File: config.mk
export PLATFORM = sky130hd
export DESIGN_NAME = supervisor_watchdog_reset
export DESIGN_NICKNAME = d
export VERILOG_FILES = /design/src/core/supervisor_pkg.sv /design/src/core/supervisor_cause_if.sv /design/src/core/watchdog_timer.sv /design/src/core/supervisor_watchdog_reset.sv
export SDC_FILE = /design/constraint.sdc
export NUM_CORES = 1
export LEC_CHECK = 0
export BUFFER_PORTS_ARGS = -buffer_cell sky130_fd_sc_hd__buf_2
export CORE_MARGIN = 2
export CORE_UTILIZATION = 43
export CTS_CLUSTER_DIAMETER = 30
export DETAILED_ROUTE_END_ITERATION = 7
export SETUP_SLACK_MARGIN = 0.15
export SKIP_LAST_GASP = 1
export SYNTH_ARGS = -nofsm -noshare
export SYNTH_HDL_FRONTEND = slang
export SYNTH_SLANG_ARGS = --single-unit
File: constraint.sdc
create_clock -name clk -period 3.15 [get_ports clk]
set_input_delay 0 -clock clk [delete_from_list [all_inputs] [get_ports clk]]
set_output_delay 0 -clock clk [all_outputs]
set_load 0.005 [all_outputs]
File: src/core/supervisor_pkg.sv
// Shared constants for the supervisory reset generator
package supervisor_pkg;
  localparam int unsigned CLK_HZ = 25_000_000;
  localparam int unsigned PULSE_MS = 200;
  localparam int unsigned EXTEND_MS = 140;
  localparam int unsigned TIMEOUT_MS = 1600;
  localparam int unsigned PULSE_CYCLES = PULSE_MS * (CLK_HZ / 1000);
  localparam int unsigned EXTEND_CYCLES = EXTEND_MS * (CLK_HZ / 1000);
  localparam int unsigned TIMEOUT_CYCLES = TIMEOUT_MS * (CLK_HZ / 1000);
  localparam int unsigned CNT_W = 32;
endpackage

File: src/core/supervisor_cause_if.sv
// Reset causes passed between the watchdog timer and the reset pulse logic
`timescale 1ns/1ps
interface supervisor_cause_if;
  logic hold_clear;
  logic expired;
  modport timer (input hold_clear, output expired);
  modport pulse (output hold_clear, input expired);
endinterface

File: src/core/watchdog_timer.sv
// Watchdog timer: restarts on any kick edge, pulses on timeout
`timescale 1ns/1ps
module watchdog_timer #(
  parameter int unsigned TIMEOUT = supervisor_pkg::TIMEOUT_CYCLES
) (
  input wire logic clk,
  input wire logic rst_n,
  input wire logic kick,
  supervisor_cause_if.timer cause
);
  logic kick_q;
  logic [supervisor_pkg::CNT_W-1:0] count;
  logic hit;

  assign hit = (count == TIMEOUT[supervisor_pkg::CNT_W-1:0] - 32'h0000_0001);

  always_ff @(posedge clk or negedge rst_n) begin
    if (!rst_n) begin
      kick_q <= 1'b0;
    end else begin
      kick_q <= kick;
    end
  end

  always_ff @(posedge clk or negedge rst_n) begin
    if (!rst_n) begin
      count <= '0;
    end else if (cause.hold_clear) begin
      count <= '0;
    end else if (kick != kick_q || hit) begin
      count <= '0;
    end else begin
      count <= count + 32'h0000_0001;
    end
  end

  always_ff @(posedge clk or negedge rst_n) begin
    if (!rst_n) begin
      cause.expired <= 1'b0;
    end else begin
      cause.expired <= hit && !cause.hold_clear && (kick == kick_q);
    end
  end
endmodule

File: src/core/supervisor_watchdog_reset.sv
// Supervisory reset generator with manual reset and watchdog
// Notes on behaviour
// Reset is asserted while the supply is below threshold.
// Active-low reset low on low supply, manual reset low, or timeout.
// After supply recovers, reset holds for a further 200 ms pulse.
// Manual reset low triggers reset on both outputs.
// After manual reset release or timeout, hold reset 200 ms.
// Active-high reset is always the inverse of active-low reset.
// No kick level change for 1.6 s expires the watchdog.
// Either kick edge restarts the watchdog count.
// Watchdog counter is held cleared on low supply or manual reset.
// Brownout during a pulse extends it at least another 140 ms.
// Durations are counted in clock cycles with parameterised counts.
`timescale 1ns/1ps
module supervisor_watchdog_reset #(
  parameter int unsigned PULSE = supervisor_pkg::PULSE_CYCLES,
  parameter int unsigned EXTEND = supervisor_pkg::EXTEND_CYCLES,
  parameter int unsigned TIMEOUT = supervisor_pkg::TIMEOUT_CYCLES
) (
  input wire logic clk,
  input wire logic rst_n,
  input wire logic supply_low,
  input wire logic manual_reset_n,
  input wire logic watchdog_kick_in,
  output logic reset_out_n,
  output logic reset_out
);
  typedef enum logic [2:0] {
    ST_HOLD = 3'b001,
    ST_PULSE = 3'b010,
    ST_RUN = 3'b100
  } state_t;

  state_t state;
  state_t next_state;
  logic [supervisor_pkg::CNT_W-1:0] remain;
  logic [supervisor_pkg::CNT_W-1:0] next_remain;
  logic cause_held;

  supervisor_cause_if cause ();

  // Both level causes keep the pulse from starting and clear the watchdog
  assign cause_held = supply_low || !manual_reset_n;
  assign cause.hold_clear = cause_held;

  watchdog_timer #(
    .TIMEOUT(TIMEOUT)
  ) watchdog_timer_inst (
    .clk(clk),
    .rst_n(rst_n),
    .kick(watchdog_kick_in),
    .cause(cause)
  );

  always_comb begin
    next_state = state;
    next_remain = remain;
    case (state)
      ST_HOLD: begin
        if (!cause_held) begin
          next_state = ST_PULSE;
          next_remain = PULSE[supervisor_pkg::CNT_W-1:0];
        end
      end
      ST_PULSE: begin
        if (!manual_reset_n) begin
          next_state = ST_HOLD;
        end else if (supply_low) begin
          // Brownout mid-pulse: keep the rest, but never less than the extension
          next_state = ST_PULSE;
          if (remain < EXTEND[supervisor_pkg::CNT_W-1:0]) begin
            next_remain = EXTEND[supervisor_pkg::CNT_W-1:0];
          end
        end else if (remain <= 32'h0000_0001) begin
          next_state = ST_RUN;
          next_remain = '0;
        end else begin
          next_remain = remain - 32'h0000_0001;
        end
      end
      ST_RUN: begin
        if (cause_held) begin
          next_state = ST_HOLD;
        end else if (cause.expired) begin
          next_state = ST_PULSE;
          next_remain = PULSE[supervisor_pkg::CNT_W-1:0];
        end
      end
      default: begin
        next_state = ST_HOLD;
        next_remain = '0;
      end
    endcase
  end

  // Power-on starts in hold so the first release still gets a full pulse
  always_ff @(posedge clk or negedge rst_n) begin
    if (!rst_n) begin
      state <= ST_HOLD;
      remain <= '0;
    end else begin
      state <= next_state;
      remain <= next_remain;
    end
  end

  always_ff @(posedge clk or negedge rst_n) begin
    if (!rst_n) begin
      reset_out_n <= 1'b0;
      reset_out <= 1'b1;
    end else begin
      reset_out_n <= (next_state == ST_RUN) && !cause_held;
      reset_out <= !((next_state == ST_RUN) && !cause_held);
    end
  end
endmodule

# Word level (Yosys, flattened, before mapping)
# Index checks and enable logic that the tools add are counted.
word_totals:
  register_bits: 71
  elab_cells: 49
  out_inout_bits: 2
  inputBits: 5
classes:
  order_cmp: 2
  n_reduce_logical: 9
  eq_ne: 12
  n_addsub: 2
  mux: 17
op_table:
  columns: ["cell", "count"]
  rows:
  - ["32-bit two-way mux", 9]
  - ["32-bit one-hot mux with 3 select lines", 1]
  - ["32-bit by 1-bit adder with 32-bit output, second input constant", 1]
  - ["32-bit by 26-bit == test with 1-bit output, second input constant", 1]
  - ["32-bit by 1-bit <= comparator with 1-bit output, second input constant", 1]
  - ["32-bit by 22-bit < comparator with 1-bit output, second input constant", 1]
  - ["32-bit by 1-bit subtractor with 32-bit output, second input constant", 1]
  - ["3-bit two-way mux", 6]
  - ["3-bit one-hot mux with 3 select lines", 1]
  - ["3-bit == test, second input constant", 2]
  - ["2-bit inequality test, second input constant", 3]
  - ["5-bit AND reduction", 1]
  - ["3-bit by 1-bit == test with 1-bit output, second input constant", 1]
  - ["3-bit by 2-bit == test with 1-bit output, second input constant", 1]
  - ["1-bit logical AND", 3]
  - ["1-bit zero test", 3]
  - ["3-bit inequality test, second input constant", 1]
  - ["1-bit logical OR", 2]
  - ["2-bit by 1-bit inequality test with 1-bit output, second input constant", 1]
  - ["1-bit == test", 1]
  - ["1-bit inequality test", 1]

# Longest topological paths before layout
# Gate-level depths: netlist of run 1.
logic_depth:
  ltp_word: 8
  depth_mapped: 10
  depth_no_buf: 8

# By module
# Synthesis of run 1 repeated with hierarchy kept, for this count alone.
hier_totals:
  hier_cells: 460
  hier_area_um2: 4137.7
modules_own_cells:
  columns: ["module", "cells_each", "area_each_um2", "seq_area_each_um2", "n_inst"]
  rows:
  - ["supervisor_watchdog_reset", 275, 2353.5, 928.4, 1]
  - ["watchdog_timer", 185, 1784.2, 850.8, 1]

# Least setup slack after synthesis of run 1
# No wires, ideal clock.
synth_timing:
  path_type: "reg-to-reg"
  from: "reg remain[23] (netlist bit)"
  to: "reg remain[5] (netlist bit)"
  required_ns: 3.027
  setup_slack_ns: 0.676
  synth_period_minus_slack_ns: 2.474
  path_stages_with_launch: 9
  path_buffers: 2
  arrival_time_ns: 2.352
  setup_time_ns: 0.123
  cell_sequence: "dfrtp_1 or4_1 buf_2 or3_4 or4_1 buf_6 nand2_4 a31oi_1 o221a_1"
synth_between:
  elab_chain_cells: 5
  elab_cells_between_ends: 8
  cone_classes: "order compare (2); eq/ne (1); mux (4); reduce/logical (1)"
synth_rtl:
  columns: ["element", "line", "source"]
  rows:
  - ["start, declared", "supervisor_watchdog_reset.sv:36", "logic [supervisor_pkg::CNT_W-1:0] remain;"]
  - ["start signal, assigned", "supervisor_watchdog_reset.sv:103", "remain <= next_remain;"]
  - ["32-bit by 1-bit <= comparator with 1-bit output", "supervisor_watchdog_reset.sv:74", "end else if (remain <= 32'h0000_0001) begin"]
  - ["32-bit two-way mux", "supervisor_watchdog_reset.sv:74", null]
  - ["32-bit two-way mux", "supervisor_watchdog_reset.sv:68", "end else if (supply_low) begin"]
  - ["32-bit two-way mux", "supervisor_watchdog_reset.sv:66", "if (!manual_reset_n) begin"]
  - ["32-bit one-hot mux with 3 select lines", "supervisor_watchdog_reset.sv:58", "case (state)"]
# Parallel ways exist; a longest one is shown, timed or not. The select of a mux whose other input is x is not followed.
# A chain may end at the register's enable or synchronous reset.

# Worst setup path in the final report of run 1
# Same ends and word-level chain as after synthesis.

==> impl_metrics.ini, run 1 <==
[timing]
finalHoldViolations = 0
period_share_pct = 89.9
maxSlewHeadroom_pct = 40.2
fmax_mhz = 353
rsz0062_at_grt = false
setup_viol = 0
finalSetupTns_ns = 0
tightest_slew_ns = 0.888
fin_skew_ns = 0.0109
fin_ws_ns = 0.317
timing.final.max_slew_violations = 0
period_minus_slack_ns = 2.83

[placement]
gp_congestion = 0.892
place_hpwl_um = 6380
place_ws_ns = 0.392
io_buffers = 6
dpl_cell_area_sq_um = 4200

[floorplanning]
die_h_um = 101
start_util_pct = 44.1
core_area_sq_um = 9150
num_rows = 35
dieArea_sq_um = 10200
die_w_um = 101
ios = 7

[cells_and_area]
stdcell_area_sq_um = 4420
nNetsFinal = 474
area_delta_synth_final_pct = 9.71
antenna_cells = 0
drive_above_1_share_pct = 12.3
layout_common_cells = dfrtp_1, nor2_1, o21ai_0
layout_commonest_cell = dfrtp_1

[grt]
grt_pass1_vias = 3304
grt_antenna_before_repair = 0
grt.overflow.total = 0
grt_pass1_wl_um = 15900
grt_start_max_net_pins = 72
grtUsageTotal_pct = 19.8

[synth]
ys.flop_type = dfrtp_1
async_reset_ff_share_pct = 100
synth-seq-cells = 71
yosysUniqueCellTypes = 63
yosysWarnings = 0
synth_top_cell_by_area = dfrtp_1
synth_fp_nets = 464
post_synth_main_area_contributors = dfrtp_1, nor2_1, o21ai_0
syn_area_sq_um = 4030
yosysTopAreaCellShare_pct = 42.8
synth_area_per_cell_sq_um = 8.84
seq_area_frac_synth_pct = 44.1
syn_inst = 456
synth_edf_count = 0

[power]
power_density_nw_per_um2 = 471
p_leak_uw = 0.00176
ir_drop_mv = 0.293

[status]
status = completed

[clock_network]
htree_levels = 3
cts_tree = done
clock_latency_ns = 0.35
numCtsBuffers = 9
max-clock-path-buffers = 2
cts_sinks = 71
clk_transition_reported_paths_ns = 0.08
post_cts_resized = 0
ctsRootBufferMaster = clkbuf_8

[critical_path]
r2r-start = remain[23]$_DFFE_PN0P_
r2r_slack_ns = 0.32
crit_start = remain[23]$_DFFE_PN0P_
cp-start-kind = register
reg2reg_depth = 6
path_class = register to register
crit_required_ns = 3.38
slowest_stage = or4_1
cp_common_cell = or4_1
cp_cell_sequence = or4_1, or3_4, or4_1, nand2_4, a31oi_1, o221a_1
crit_path_end_kind = register
crit_fanout = 10
crit_arrival_ns = 3.06
r2r_end = remain[5]$_DFFE_PN0P_
max_stage_delay_ns = 0.79

[route]
drt_iter0_drc = 143
wl_per_cell_um = 16.1
drc_errors = 0
ant_nets = 0
vias = 3410
vias_per_cell = 5.86
drt_pass1_iterations = 4
routed_wl_um = 9370

[min_path]
min_to = remain[16]$_DFFE_PN0P_
hp-class = input port to register
holdPathStages = 3
hold_start = supply_low

[job]
max_cap_viol_count = 0
power by group:
| part | total (uW) | switching, uW | internal, uW | leakage (uW) |
|---|---|---|---|---|
| combinational | 314 | 196 | 118 | 0.000708 |
| clock | 742 | 370 | 371 | 0.0000931 |
| sequential | 1030 | 73.5 | 954 | 0.000956 |
layout make-up:
class / instances / area, sq um
Fill cell: 884 / 4730
Sequential cell: 71 / 1780
Clock inverter: 6 / 71.3
Inverter: 15 / 56.3
Clock buffer: 10 / 128
Multi-Input combinational cell: 347 / 2090
Tap cell: 111 / 139
Timing Repair Buffer: 22 / 160
how the worst max path moves through the flow:
| stage | end |
|---|---|
| floorplan | remain[5]$_DFFE_PN0P_ |
| global placement | remain[5]$_DFFE_PN0P_ |
| detailed placement | remain[5]$_DFFE_PN0P_ |
| CTS | remain[5]$_DFFE_PN0P_ |
| global route | remain[28]$_DFFE_PN0P_ |
| finish | remain[5]$_DFFE_PN0P_ |
kinds of logic after synthesis:
| family | share of synthesized area, % |
|---|---|
| compound gates | 16.1 |
| xor+xnor | 6.95 |
| fa+ha+maj | 0.931 |
| buf+inv | 4.13 |
| flops | 44.1 |
| mux | 0.248 |
| simple gates | 27.5 |
critical path: cells and delay by family, from the launching register on:
kind	cells	cell delay (ns)
AOI/OAI and AO/OA	2	0.28
DFF	1	0.43
and+or+nand+nor	4	2.01
per-stage QoR:
step                      cells  hold slack (ns)  utilization (%)  total power (uW)
after global placement      563            0.134             45.8              1340
final                       582           0.0684             48.3              2080
after global routing        582           0.0841             48.3              2190
after floorplan             456           -0.296                -              1250
after CTS                   582           0.0513             48.3              2100
after detailed placement    563            0.135             45.8              1350
registers in the layout, summed over array words and instances, names as in the netlist:
register	cells
remain	32
reset_out_n	1
watchdog_timer_inst.cause.expired	1
reset_out	1
watchdog_timer_inst.kick_q	1
state	3
watchdog_timer_inst.count	32
routing by layer:
layer	track usage, %	vias up	part of all wire, %
li1	-	1670	-
met1	25.4	1657	46
met2	32.2	67	49
met3	4.92	16	3.3
met4	8.01	0	2.0
met5	0	-	0
cell usage after synthesis, drive strengths merged, types with 3 or more instances:
| master | n |
|---|---|
| inv | 15 |
| xnor2 | 16 |
| a21oi | 16 |
| a211oi | 3 |
| dfrtp | 69 |
| and3 | 6 |
| a31oi | 12 |
| ha | 3 |
| nand2 | 27 |
| o211ai | 4 |
| clkbuf | 15 |
| nor2 | 66 |
| nand4 | 14 |
| xor2 | 16 |
| o21ai | 48 |
| or3 | 7 |
| nand3 | 17 |
| nor3 | 22 |
| or2 | 5 |
| nor4 | 16 |
| nand2b | 4 |
| o31ai | 6 |
| buf | 8 |
| or4 | 9 |
what timing repair did:
item,4_1_cts,5_1_grt
hold buffers,3,0
buffers inserted,0,0
endpoints found under the hold margin,73,0
Power figures use the tool's default switching activity.
==> inputs of run 2 (changes only) <==
Settings changed: CORE_UTILIZATION 43 to 55, PLACE_DENSITY set to 0.71.
==> impl_metrics.ini, run 2 (synthesis results as in run 1) <==
[job]
max_cap_viol_count = 0

[floorplanning]
ios = 7
die_h_um = 89.6
die_w_um = 89.6
core_area_sq_um = 7180
dieArea_sq_um = 8030
start_util_pct = 56.2
num_rows = 31

[route]
wl_per_cell_um = 16.7
vias = 3484
drt_iter0_drc = 261
drc_errors = 0
routed_wl_um = 9490
ant_nets = 0
drt_pass1_iterations = 5
vias_per_cell = 6.12

[power]
power_density_nw_per_um2 = 471
p_leak_uw = 0.00176
ir_drop_mv = 0.288

[timing]
period_minus_slack_ns = 2.86
period_share_pct = 90.7
fin_skew_ns = 0.00847
tightest_slew_ns = 0.798
setup_viol = 0
finalSetupTns_ns = 0
rsz0062_at_grt = false
maxSlewHeadroom_pct = 46.3
fmax_mhz = 350
finalHoldViolations = 0
timing.final.max_slew_violations = 0

[clock_network]
clock_latency_ns = 0.35
cts_sinks = 71
htree_levels = 3
cts_setup_buffers = 0
ctsRootBufferMaster = clkbuf_8
numCtsBuffers = 9
cts_tree = done
clk_transition_reported_paths_ns = 0.08
max-clock-path-buffers = 2

[grt]
grt_antenna_before_repair = 0
grtUsageTotal_pct = 25.6
grt_start_max_net_pins = 56
grt_pass1_wl_um = 15500
grt_pass1_vias = 3295
grt.overflow.total = 0

[cells_and_area]
nNetsFinal = 474
fin_util_pct = 61.5
drive_above_1_share_pct = 12.1
reg_top3 = remain: 32 flops, watchdog_timer_inst.count: 32 flops, state: 3 flops
area_delta_synth_final_pct = 9.43
layout_commonest_cell = dfrtp_1
layout_common_cells = dfrtp_1, nor2_1, o21ai_0
antenna_cells = 0

[critical_path]
cp-start-kind = register
crit_fanout = 15
crit_required_ns = 3.42
crit_path_end_kind = register
crit_arrival_ns = 3.12
path_class = register to register

[placement]
place_hpwl_um = 6380
io_buffers = 6
gp_congestion = 0.937

[min_path]
hp-class = input port to register

[status]
status = completed
[run 2: cell types whose count changed in the layout (fill, tap and decap cells not counted), sizes merged]
| cell | change |
|---|---|
| clkbuf | +2 |
| clkinv | -1 |
| clkinvlp | -1 |
| inv | -1 |
[run 2: stage by stage]
| stage | hold slack [ns] | setup WS (ns) | power [uW] | cells | cell area (sq um) |
|---|---|---|---|---|---|
| CTS | 0.0465 | 0.326 | 2090 | 569 | 4410 |
| finish | 0.0695 | 0.293 | 2080 | 569 | 4410 |
| global placement | -0.0489 | 0.421 | 1340 | 551 | 4180 |
| global route | 0.0787 | 0.155 | 2180 | 569 | 4410 |
| detailed placement | -0.0405 | 0.333 | 1350 | 551 | 4180 |
| floorplan | -0.296 | 0.676 | 1250 | 456 | 4030 |
[run 2: what timing repair did]
item,CTS,global route
hold endpoints to repair,20,0
hold buffers,3,0
setup endpoints to repair,0,4
resized for setup,0,1
[run 2: report_power, final]
| group | switching (uW) | total, uW | leakage, uW | internal [uW] |
|---|---|---|---|---|
| Sequential | 74.0 | 1030 | 0.000956 | 955 |
| Combinational | 196 | 310 | 0.000708 | 114 |
| Clock | 338 | 741 | 0.0000985 | 404 |
[run 2: metal layers]
metal	wire length (um)	track usage, %
met5	0	0
met4	244	10.4
met3	391	5.76
met2	4600	42.5
met1	4250	32.5
[run 2: final timing paths]
path                       cells past startpoint                                   start                                endpoint  slack (ns)
max                                            6                  remain[23]$_DFFE_PN0P_                  remain[27]$_DFFE_PN0P_        0.29
min                                            3                              supply_low                  remain[16]$_DFFE_PN0P_        0.07
max reg2reg                                    6                  remain[23]$_DFFE_PN0P_                  remain[27]$_DFFE_PN0P_        0.29
min reg2reg                                    1  watchdog_timer_inst.count[0]$_DFF_PN0_  watchdog_timer_inst.count[0]$_DFF_PN0_        0.47
max in group asynchronous                      3                                   rst_n                   remain[2]$_DFFE_PN0P_        2.00
min in group asynchronous                      2                                   rst_n                  remain[16]$_DFFE_PN0P_        0.10
[run 2: cell type report]
| type | instances | area, sq um |
|---|---|---|
| clock inverter | 3 | 42.5 |
| sequential | 71 | 1780 |
| tap | 99 | 124 |
| inverter | 15 | 56.3 |
| timing repair buffer | 22 | 158 |
| fill | 599 | 2760 |
| multi-input combinational | 347 | 2100 |
| clock buffer | 12 | 155 |
[run 2: critical path, stage by stage (launching register included)]
cell,delay (ns)
dfrtp_1,0.44
or4_1,0.67
or3_4,0.39
a211oi_2,0.37
o21bai_2,0.30
or3_1,0.43
o21ai_1,0.16
